## src/rtl/lbc_regs.vh

```
// constants for the led bank control logic: field widths, codes, pump states
// assumes inclusion by lbc_top.v, lbc_rx.v and the bench
`ifndef LBC_REGS_VH
`define LBC_REGS_VH
`define LBC_ADDR_DEFAULT 7'h1b
`define LBC_SUB_MAIN 3'h1
`define LBC_SUB_SUB 3'h2
`define LBC_SUB_RG 3'h3
`define LBC_SUB_BAUX 3'h4
`define LBC_SUB_AUX 3'h5
`define LBC_SUB_CAM 3'h6
`define LBC_SUB_CFG 3'h7
`define LBC_SEL_AUXDAC 2'h0
`define LBC_SEL_MAIN 2'h1
`define LBC_SEL_SUB 2'h2
`define LBC_SEL_CAM 2'h3
`define LBC_CFG_CAM_BY_PORT 0
`define LBC_CFG_ENPIN_SUB 1
`define LBC_CFG_CAM_PORT_HIGH 2
`define LBC_CFG_AUX4_LOGIC 3
`define LBC_CFG_AUX4_LEVEL 4
`define LBC_CFG_RGB_LOGIC 5
`define LBC_CFG_RGB_LEVEL_LSB 6
`define LBC_PUMP_1X 3'h1
`define LBC_PUMP_1P5X 3'h2
`define LBC_PUMP_2X 3'h4
`define LBC_BYTE_ZERO 8'h00
`define LBC_NIB_ZERO 4'h0
`define LBC_BYTE_BITS 4'h8
`endif

```

## src/rtl/lbc_top.v

```verilog
// led bank control logic: holding registers, load on stop, bank enables, pump mode
// assumes synchronous pin inputs, serial lines sampled on MCLK_IN
// What this block does
// two 4-bit camera settings, pin or port
// level pin high selects high camera setting
// level pin falling edge resets pump to 1x
// camera code zero disables camera outputs
// aux own code or follows cam/sub/main
// fourth aux usable as logic output
// both aux fields zero disable aux
// supply undervoltage holds all setting registers zero
// main 8-bit code, zero disables
// sub 8-bit code, zero disables
// three independent 4-bit color codes
// color outputs usable as logic outputs
// zero color field disables that color
// enable pin gates color or sub group
// enable pin rise restores retained settings
// host shifts one bit per clock
// msb first, sampled on rising clock
// stop loads holding into active registers
// any data write resets pump to 1x
// all settings zero means shutdown
// pump steps 1x, 1.5x, 2x on dropout
`include "lbc_regs.vh"
module lbc_top #(
  parameter [6:0] DEV_ADDR = `LBC_ADDR_DEFAULT
) (
  input wire MCLK_IN,
  input wire RESET_IN,
  input wire UVLO_IN,
  input wire SCL_IN,
  input wire SDA_IN,
  output reg SDA_OE_OUT,
  input wire CAM_LEVEL_IN,
  input wire COLOR_SUB_EN_IN,
  input wire DROPOUT_IN,
  output reg [7:0] MAIN_CODE_OUT,
  output reg MAIN_EN_OUT,
  output reg [7:0] SUB_CODE_OUT,
  output reg SUB_EN_OUT,
  output reg [3:0] CAM_CODE_OUT,
  output reg CAM_EN_OUT,
  output reg [3:0] RED_CODE_OUT,
  output reg [3:0] GREEN_CODE_OUT,
  output reg [3:0] BLUE_CODE_OUT,
  output reg [2:0] RGB_EN_OUT,
  output reg [2:0] RGB_LOGIC_LOW_OUT,
  output reg [15:0] AUX_CODE_OUT,
  output reg [3:0] AUX_EN_OUT,
  output reg AUX4_LOGIC_LOW_OUT,
  output reg [2:0] PUMP_MODE_OUT,
  output reg SHUTDOWN_OUT
);
  wire rst = RESET_IN | UVLO_IN; // undervoltage clears everything
  wire rx_sda_low;
  wire wr_stb;
  wire [2:0] wr_sub;
  wire [7:0] wr_data;
  wire stop_stb;
  lbc_rx #(.DEV_ADDR(DEV_ADDR)) u_rx (
    .clk(MCLK_IN),
    .rst(rst),
    .scl(SCL_IN),
    .sda(SDA_IN),
    .sda_low(rx_sda_low),
    .wr_stb(wr_stb),
    .wr_sub(wr_sub),
    .wr_data(wr_data),
    .stop_stb(stop_stb)
  );
  // holding registers written by the port
  reg [7:0] h_main, h_sub, h_rg, h_baux, h_aux, h_cam, h_cfg;
  // active registers loaded at stop
  reg [7:0] a_main, a_sub, a_rg, a_baux, a_aux, a_cam, a_cfg;
  reg cam_lvl_d;
  reg dropout_d;
  always @(posedge MCLK_IN) begin
    if (rst) begin
      h_main <= 8'h00; h_sub <= 8'h00; h_rg <= 8'h00; h_baux <= 8'h00;
      h_aux <= 8'h00; h_cam <= 8'h00; h_cfg <= 8'h00;
      a_main <= 8'h00; a_sub <= 8'h00; a_rg <= 8'h00; a_baux <= 8'h00;
      a_aux <= 8'h00; a_cam <= 8'h00; a_cfg <= 8'h00;
    end else begin
      if (wr_stb) begin
        case (wr_sub)
          `LBC_SUB_MAIN: h_main <= wr_data;
          `LBC_SUB_SUB: h_sub <= wr_data;
          `LBC_SUB_RG: h_rg <= wr_data;
          `LBC_SUB_BAUX: h_baux <= wr_data;
          `LBC_SUB_AUX: h_aux <= wr_data;
          `LBC_SUB_CAM: h_cam <= wr_data;
          `LBC_SUB_CFG: h_cfg <= wr_data;
          default: h_main <= h_main;
        endcase
      end
      if (stop_stb) begin // copy all at once after stop
        a_main <= h_main; a_sub <= h_sub; a_rg <= h_rg; a_baux <= h_baux;
        a_aux <= h_aux; a_cam <= h_cam; a_cfg <= h_cfg;
      end
    end
  end
  // camera: high nibble high setting, low nibble low setting
  wire cam_hi_sel = a_cfg[`LBC_CFG_CAM_BY_PORT] ? a_cfg[`LBC_CFG_CAM_PORT_HIGH] :
    CAM_LEVEL_IN;
  wire [3:0] cam_code = cam_hi_sel ? a_cam[7:4] : a_cam[3:0];
  wire [3:0] red_f = a_rg[7:4];
  wire [3:0] green_f = a_rg[3:0];
  wire [3:0] blue_f = a_baux[7:4];
  // baux low nibble: two select bits for aux outputs 1,2; aux reg high nibble
  // holds selects for 3,4, low nibble the aux dac code
  wire [7:0] aux_sel = {a_aux[7:4], a_baux[3:0]};
  wire [3:0] aux_dac = a_aux[3:0];
  wire en_sub_grp = a_cfg[`LBC_CFG_ENPIN_SUB];
  // pin low blanks the chosen group; settings stay in place
  wire sub_gate = ~en_sub_grp | COLOR_SUB_EN_IN;
  wire rgb_gate = en_sub_grp | COLOR_SUB_EN_IN;
  wire main_on = a_main != `LBC_BYTE_ZERO;
  wire sub_on = a_sub != `LBC_BYTE_ZERO;
  wire cam_on = cam_code != `LBC_NIB_ZERO;
  wire aux_all_off = (a_aux == `LBC_BYTE_ZERO) && (a_baux[3:0] == `LBC_NIB_ZERO);
  reg [15:0] next_aux_code;
  reg [3:0] next_aux_en;
  integer i;
  always @* begin
    next_aux_code = 16'h0000;
    next_aux_en = 4'h0;
    for (i = 0; i < 4; i = i + 1) begin
      case (aux_sel[2*i +: 2]) // per-output source choice
        `LBC_SEL_MAIN: begin
          next_aux_code[4*i +: 4] = a_main[7:4];
          next_aux_en[i] = main_on;
        end
        `LBC_SEL_SUB: begin
          next_aux_code[4*i +: 4] = a_sub[7:4];
          next_aux_en[i] = sub_on & sub_gate;
        end
        `LBC_SEL_CAM: begin
          next_aux_code[4*i +: 4] = cam_code;
          next_aux_en[i] = cam_on;
        end
        default: begin
          next_aux_code[4*i +: 4] = aux_dac;
          next_aux_en[i] = aux_dac != `LBC_NIB_ZERO;
        end
      endcase
    end
    if (aux_all_off) begin
      next_aux_en = 4'h0;
    end
    if (a_cfg[`LBC_CFG_AUX4_LOGIC]) begin
      next_aux_en[3] = 1'b0; // aux4 taken as logic output
    end
  end
  wire all_zero = (a_main | a_sub | a_rg | a_baux | a_aux | a_cam) == `LBC_BYTE_ZERO;
  wire [2:0] col_nz = {blue_f != `LBC_NIB_ZERO, green_f != `LBC_NIB_ZERO,
    red_f != `LBC_NIB_ZERO};
  wire rgb_logic = a_cfg[`LBC_CFG_RGB_LOGIC];
  always @(posedge MCLK_IN) begin
    if (rst) begin
      SDA_OE_OUT <= 1'b0;
      MAIN_CODE_OUT <= 8'h00; MAIN_EN_OUT <= 1'b0;
      SUB_CODE_OUT <= 8'h00; SUB_EN_OUT <= 1'b0;
      CAM_CODE_OUT <= 4'h0; CAM_EN_OUT <= 1'b0;
      RED_CODE_OUT <= 4'h0; GREEN_CODE_OUT <= 4'h0; BLUE_CODE_OUT <= 4'h0;
      RGB_EN_OUT <= 3'h0; RGB_LOGIC_LOW_OUT <= 3'h0;
      AUX_CODE_OUT <= 16'h0000; AUX_EN_OUT <= 4'h0; AUX4_LOGIC_LOW_OUT <= 1'b0;
      SHUTDOWN_OUT <= 1'b1;
    end else begin
      SDA_OE_OUT <= rx_sda_low;
      MAIN_CODE_OUT <= a_main;
      MAIN_EN_OUT <= main_on;
      SUB_CODE_OUT <= a_sub;
      SUB_EN_OUT <= sub_on & sub_gate;
      CAM_CODE_OUT <= cam_code;
      CAM_EN_OUT <= cam_on;
      RED_CODE_OUT <= red_f;
      GREEN_CODE_OUT <= green_f;
      BLUE_CODE_OUT <= blue_f;
      RGB_EN_OUT <= rgb_logic ? 3'h0 : (col_nz & {3{rgb_gate}});
      RGB_LOGIC_LOW_OUT <= rgb_logic ? a_cfg[`LBC_CFG_RGB_LEVEL_LSB +: 2] == 2'h0 ?
        3'h0 : {a_cfg[7], a_cfg[7:6]} : 3'h0;
      AUX_CODE_OUT <= next_aux_code;
      AUX_EN_OUT <= next_aux_en;
      AUX4_LOGIC_LOW_OUT <= a_cfg[`LBC_CFG_AUX4_LOGIC] & a_cfg[`LBC_CFG_AUX4_LEVEL];
      SHUTDOWN_OUT <= all_zero;
    end
  end
  // pump mode state machine
  wire any_enabled = |{MAIN_EN_OUT, SUB_EN_OUT, CAM_EN_OUT, RGB_EN_OUT, AUX_EN_OUT};
  wire drop_evt = DROPOUT_IN & ~dropout_d & any_enabled;
  wire cam_fall = cam_lvl_d & ~CAM_LEVEL_IN;
  reg [2:0] next_pump;
  always @* begin
    case (PUMP_MODE_OUT)
      `LBC_PUMP_1X: next_pump = drop_evt ? `LBC_PUMP_1P5X : `LBC_PUMP_1X;
      `LBC_PUMP_1P5X: next_pump = drop_evt ? `LBC_PUMP_2X : `LBC_PUMP_1P5X;
      `LBC_PUMP_2X: next_pump = `LBC_PUMP_2X;
      default: next_pump = `LBC_PUMP_1X;
    endcase
    if (cam_fall) begin
      next_pump = `LBC_PUMP_1X;
    end
    if (wr_stb) begin
      next_pump = `LBC_PUMP_1X;
    end
  end
  always @(posedge MCLK_IN) begin
    if (rst) begin
      cam_lvl_d <= 1'b0;
      dropout_d <= 1'b0;
      PUMP_MODE_OUT <= `LBC_PUMP_1X;
    end else begin
      cam_lvl_d <= CAM_LEVEL_IN;
      dropout_d <= DROPOUT_IN;
      PUMP_MODE_OUT <= next_pump;
    end
  end
endmodule

```

## src/rtl/lbc_rx.v

```verilog
// serial receiver: address byte, sub-address byte, data byte per write
// assumes scl/sda synchronous samples of the two-wire lines, open-drain sda ack
`include "lbc_regs.vh"
module lbc_rx #(
  parameter [6:0] DEV_ADDR = `LBC_ADDR_DEFAULT
) (
  input wire clk,
  input wire rst,
  input wire scl,
  input wire sda,
  output reg sda_low,
  output reg wr_stb,
  output reg [2:0] wr_sub,
  output reg [7:0] wr_data,
  output reg stop_stb
);
  reg scl_d;
  reg sda_d;
  reg active;
  reg [3:0] bitcnt;
  reg [7:0] shift;
  reg [1:0] phase;
  reg in_ack;
  reg dirty;
  wire rise = scl & ~scl_d;
  wire fall = ~scl & scl_d;
  wire start = scl & scl_d & sda_d & ~sda;
  wire stop = scl & scl_d & ~sda_d & sda;
  always @(posedge clk) begin
    if (rst) begin
      scl_d <= 1'b1;
      sda_d <= 1'b1;
      active <= 1'b0;
      bitcnt <= 4'h0;
      shift <= 8'h00;
      phase <= 2'h0;
      in_ack <= 1'b0;
      sda_low <= 1'b0;
      wr_stb <= 1'b0;
      wr_sub <= 3'h0;
      wr_data <= 8'h00;
      stop_stb <= 1'b0;
      dirty <= 1'b0;
    end else begin
      scl_d <= scl;
      sda_d <= sda;
      wr_stb <= 1'b0;
      stop_stb <= 1'b0;
      if (start) begin
        active <= 1'b1;
        bitcnt <= 4'h0;
        phase <= 2'h0;
        in_ack <= 1'b0;
        sda_low <= 1'b0;
      end else if (stop) begin
        active <= 1'b0;
        sda_low <= 1'b0;
        stop_stb <= dirty;
        dirty <= 1'b0;
      end else if (active && rise && !in_ack) begin
        shift <= {shift[6:0], sda}; // msb first, sampled on rising clock
        bitcnt <= bitcnt + 4'h1;
      end else if (active && fall) begin
        if (in_ack) begin
          in_ack <= 1'b0;
          sda_low <= 1'b0;
        end else if (bitcnt == `LBC_BYTE_BITS) begin
          bitcnt <= 4'h0;
          if (phase == 2'h0) begin
            if (shift[7:1] == DEV_ADDR && !shift[0]) begin
              phase <= 2'h1;
              in_ack <= 1'b1;
              sda_low <= 1'b1;
            end else begin
              active <= 1'b0;
            end
          end else if (phase == 2'h1) begin
            wr_sub <= shift[2:0];
            phase <= 2'h2;
            in_ack <= 1'b1;
            sda_low <= 1'b1;
          end else begin
            wr_data <= shift;
            wr_stb <= 1'b1;
            dirty <= 1'b1;
            phase <= 2'h1;
            in_ack <= 1'b1;
            sda_low <= 1'b1;
          end
        end
      end
    end
  end
endmodule

```

## config.mk

```make
export PLATFORM = sky130hd
export DESIGN_NAME = lbc_top
export DESIGN_NICKNAME = d
export VERILOG_FILES = /design/src/rtl/lbc_top.v /design/src/rtl/lbc_rx.v
export VERILOG_INCLUDE_DIRS = /design/src /design/src/rtl
export SDC_FILE = /design/constraint.sdc
export NUM_CORES = 1
export LEC_CHECK = 0
export ABC_AREA = 1
export BUFFER_PORTS_ARGS = -buffer_cell sky130_fd_sc_hd__buf_4
export CORE_MARGIN = 2
export CORE_UTILIZATION = 28
export CTS_CLUSTER_DIAMETER = 50
export DETAILED_ROUTE_END_ITERATION = 6
export PLACE_DENSITY_LB_ADDON = 0.25
export SYNTH_ARGS = -nofsm -noshare
export SYNTH_HDL_FRONTEND = slang
export SYNTH_SLANG_ARGS = --single-unit
```

## constraint.sdc

```tcl
create_clock -name MCLK_IN -period 1.6 [get_ports MCLK_IN]
set_input_delay 0.32 -clock MCLK_IN [delete_from_list [all_inputs] [get_ports MCLK_IN]]
set_output_delay 0.32 -clock MCLK_IN [all_outputs]
set_load 0.1 [all_outputs]
```

# Word-level counts from Yosys, hierarchy flattened
# Index checks and enable logic that the tools add are counted.
# classes
add_sub_neg,1
n_eq_ne,35
n_mux,44
bitwise_logic,37
reduce_logical,53
# ops
op,count
one-hot mux 4 bit (3 select lines),4
OR 8 bit,5
2-to-1 mux 1 bit,25
2-to-1 mux 4 bit,5
nonzero test 4 bit,5
== test 2 bit (second input constant),8
zero test 8 bit,2
inverter 1 bit,16
AND reduction 8 bit,2
nonzero test 8 bit,2
== test 3 bit (second input constant),5
OR reduction 3 bit,5
AND reduction 2 bit,7
AND 1 bit,12
one-hot mux 1 bit (3 select lines),4
AND reduction 6 bit,2
== test 2 x 1 -> 1 bit (second input constant),5
nonzero test 2 bit,5
OR reduction 10 bit,1
== test 3 x 2 -> 1 bit (second input constant),3
one-hot mux 3 bit (3 select lines),1
nonzero test 3 bit,3
2-to-1 mux 2 bit,4
AND reduction 4 bit,2
other kinds (20),37
# word_totals
regBits,213
input_bits,8
elab_cells,217

# Logic depth before layout (Yosys ltp)
# depth
depth_word,10
ltp_mapped,10

# By module
# From an unflattened synthesis, not the netlist that was laid out.
# unflattened
hier_cells,1014
hier_area_um2,7908.8
# by_module_without_submodules
module,n_inst,cells_per_inst,area_each_um2,seq_area_each_um2
lbc_top,1,834,6537.5,3603.5
lbc_rx,1,180,1371.3,660.6

# Least setup slack after synthesis
# OpenSTA, ideal clock, no wires.
# synth_path
path_kind,reg2reg
from,register PUMP_MODE_OUT[2]
to,register PUMP_MODE_OUT[0]
setup_ns,0.119
arrival_ns,1.664
t_required_ns,1.481
setup_slack_ns,-0.184
path_stages_with_launch,7
period_less_slack_ns,1.784
path_cell_list,dfxtp_1 inv_1 nor3_1 nor2_1 nand2_1 nand3_1 o21bai_1
# synth_via
elab_chain_cells,2
elab_cells_between_ends,4
cone_classes,eq/ne: 3; mux: 1
# synth_rtl
item,line,rtl
from (decl),lbc_top.v:52,"output reg [2:0] PUMP_MODE_OUT,"
from (signal assigned),lbc_top.v:212,PUMP_MODE_OUT <= `LBC_PUMP_1X;
from (signal assigned),lbc_top.v:216,PUMP_MODE_OUT <= next_pump;
== test 3 bit (tied with other cells),lbc_top.v:195,case (PUMP_MODE_OUT)
one-hot mux 3 bit (3 select lines) *,lbc_top.v:195,
# Every way passes the cells marked *; elsewhere a longest branch is shown, timed or not.
# A chain may end at the register's enable or synchronous reset.

# Worst setup path after layout
# layout_path
from,register u_rx.bitcnt[0]
to,register u_rx.wr_data[7]
# layout_via
elab_chain_cells,2
# layout_rtl
item,line,rtl
from (decl),lbc_rx.v:20,reg [3:0] bitcnt;
from (signal assigned),lbc_rx.v:62,bitcnt <= bitcnt + 4'h1;
== test 4 bit (no source line),-,
AND reduction 8 bit (no source line),-,
to (signal assigned),lbc_rx.v:83,wr_data <= shift;
to (decl),lbc_rx.v:14,"output reg [7:0] wr_data,"
# Every way passes these cells.

==> flow_summary_export.csv <==
group,metric,value,unit
run_status,status,"finished clean",
floorplanning,coreArea,27600,um^2
routing,drt-vias-per-instance,4.37,
yosys,syn_area,7790,um^2
timing,hold_viol,0,
finish,largest_register,"AUX_CODE_OUT",
global_route,globalRouteOverflowTotal,0,
floorplanning,start_util,28.3,%
timing,setup_tns,0,ps
setup_path,cp.arrival,1960,ps
floorplanning,floorplan.die_area,29200,um^2
timing,period_needed,1550,ps
place,place_congestion,0.854,
clock_tree,root_buffer,"clkbuf_16",
setup_path,end_kind,"register",
finish,fin_area,10000,um^2
clock_tree,cts.clk_slew.worst_paths,60,ps
routing,drt-total-wl,20600,um
clock_tree,htreeDepth,1,
yosys,synth.avg_cell_area,7.66,um^2
yosys,yosys_most_used_dff,"dfxtp_1",
setup_path,cp-start-kind,"register",
global_route,grt_pass1_vias,6327,
yosys,synth_edf_count,0,
routing,first_pass_iters,5,
floorplanning,ios,75,
floorplanning,die_w,171,um
setup_path,path_max_fanout,8,
power,power_density,1120,nW/um^2
setup_path,required,2010,ps
place,place_ws,-18.5,ps
place,placed_area,9030,um^2
run,maxCapViolCount,0,
yosys,ys_seq_area_share,54.8,%
clock_tree,numCtsBuffers,25,
clock_tree,cts_tree,"yes",
floorplanning,die_h,171,um
timing,fin_ws,47.0,ps
place,hpwl,14700,um
timing,relSlewSlack,61.1,%
power,vdd_drop_max,775,uV
clock_tree,cts.sinks,213,
timing,fin_crit_sh,97.1,%
yosys,yosysWarnings,0,
global_route,antenna_found_initial,0,
routing,final_antenna_net_count,0,
yosys,async_reset_ff_share,0,%
routing,drc,0,
yosys,synthCells,1016,
timing,final_max_slew_viol_count,0,
yosys,syn_nets,1026,
global_route,grt_max_degree,85,
floorplanning,placement_rows,61,
finish,num_antenna_cells,0,
global_route,track_usage,14.1,%
routing,drtIter0Drc,369,
yosys,synth.distinct_cells,27,
clock_tree,clk_path_buf_depth,3,
global_route,grt_first_pass_wirelength,33000,um
min_path,hp-class,"input port to register",
power,leakagePower,4.03,nW
finish,final_layout_size_suffix_gt1_share,16.3,%
yosys,synth.ff_latch_count,213,
finish,areaGrowthSynthToFinish,28.5,%
routing,vias,6670,
setup_path,critical_path_class,"register to register",
clock_tree,cts_hold_buf,0,
clock_tree,clk_latency,510,ps
routing,wl_per_cell,13.5,um
timing,fmax,644,MHz
finish,largest_reg_flops,16,
place,io_buffers,74,
timing,setup_viol,0,
finish,fin_nets,1139,
timing,worst_slew_pin_slew,582,ps
timing,skew,12.6,ps
## area by class of cell
class	instances	area (um^2)
Fill cell	2905	17500
Sequential cell	213	4270
Inverter	100	375
Clock inverter	12	131
Timing Repair Buffer	121	1000
Clock buffer	33	716
Tap cell	378	473
Multi-Input combinational cell	668	3040
## per-stage QoR
step	total power, mW	cells	hold WS, ps	utilization [%]
CTS	11.3	1518	10.9	35.9
global placement	5.64	1473	448	32.8
detailed placement	5.64	1473	449	32.8
finish	11.2	1525	30.7	36.3
floorplan	5.56	1016	408	-
global route	11.6	1525	27.1	36.3
## path summary, 6_finish.rpt
check,end,from,slack (ps),depth (start not counted)
min,u_rx.scl_d,SCL_IN,30,3
min reg2reg,MAIN_CODE_OUT[1],a_main[1],450,2
max,u_rx.wr_data[7],u_rx.bitcnt[0],50,11
max reg2reg,u_rx.wr_data[7],u_rx.bitcnt[0],50,11
## critical path, stage by stage (launching register included)
cell       delay, ps
dfxtp_2          320
inv_2             90
ha_4             140
nand3_4           60
nor2_4           130
nand2_4           90
nor3_4           220
buf_6            140
clkbuf_16        130
nand2_1           40
nand2_1           50
nor2_1            40
## cell usage in the layout, fill, tap and decap left out, types with 3 or more instances in the layout
| cell type | netlist | routed |
|---|---|---|
| nor2_1 | 222 | 221 |
| dfxtp_1 | 213 | 206 |
| o21ai_0 | 161 | 161 |
| nand2_1 | 123 | 122 |
| buf_4 | 1 | 113 |
| a21oi_1 | 101 | 101 |
| inv_1 | 98 | 95 |
| clkbuf_16 | 0 | 27 |
| nand3_1 | 20 | 20 |
| nor3_1 | 13 | 12 |
| dfxtp_2 | 0 | 7 |
| o211ai_1 | 6 | 6 |
| clkbuf_8 | 0 | 6 |
| nand4_1 | 5 | 5 |
| a31oi_1 | 5 | 5 |
| inv_2 | 1 | 4 |
| clkinvlp_4 | 0 | 4 |
| buf_12 | 0 | 4 |
| clkinv_2 | 0 | 3 |
## where the power goes
part	total [mW]	switching, mW	internal [mW]	leakage (nW)
Combinational	0.211	0.139	0.0726	1.90
Clock	5.68	2.20	3.47	0.407
Sequential	5.31	0.00305	5.31	1.72
## cells in the mapped netlist, drive strengths merged (2+ instances only)
cell type	number	share of area (%)
ha	2	0.32
inv	99	4.8
nor3	15	1.2
o21ai	161	10
a31oi	5	0.40
nand3	22	1.5
buf	5	0.40
a21oi	101	6.5
o211ai	6	0.58
o21bai	2	0.19
nand2	124	6.1
nand4	5	0.40
dfxtp	213	55
clkbuf	30	1.4
nor2	224	11
## what timing repair did
item                       4_1_cts  5_1_grt
resized for setup                0       13
buffers inserted                 0        5
setup endpoints to repair        0       11
## per-layer routing
layer | GRT usage, % | vias to the layer above | share of wire [%]
li1 | - | 3526 | -
met1 | 18.5 | 2961 | 47
met2 | 23.7 | 151 | 46
met3 | 1.87 | 32 | 4.3
met4 | 4.79 | 0 | 2.4
met5 | 0 | - | 0
## cell families (layout without fill, tap and decap cells)
| logic type | after synthesis | after routing | share of synthesized area [%] |
|---|---|---|---|
| and+or+nand+nor | 390 | 390 | 20.1 |
| buffers and inverters | 135 | 266 | 6.67 |
| DFF | 213 | 213 | 54.8 |
| adders and majority gates | 2 | 2 | 0.321 |
| AOI/OAI and AO/OA | 276 | 276 | 18.1 |
Power figures use the tool's default switching activity.
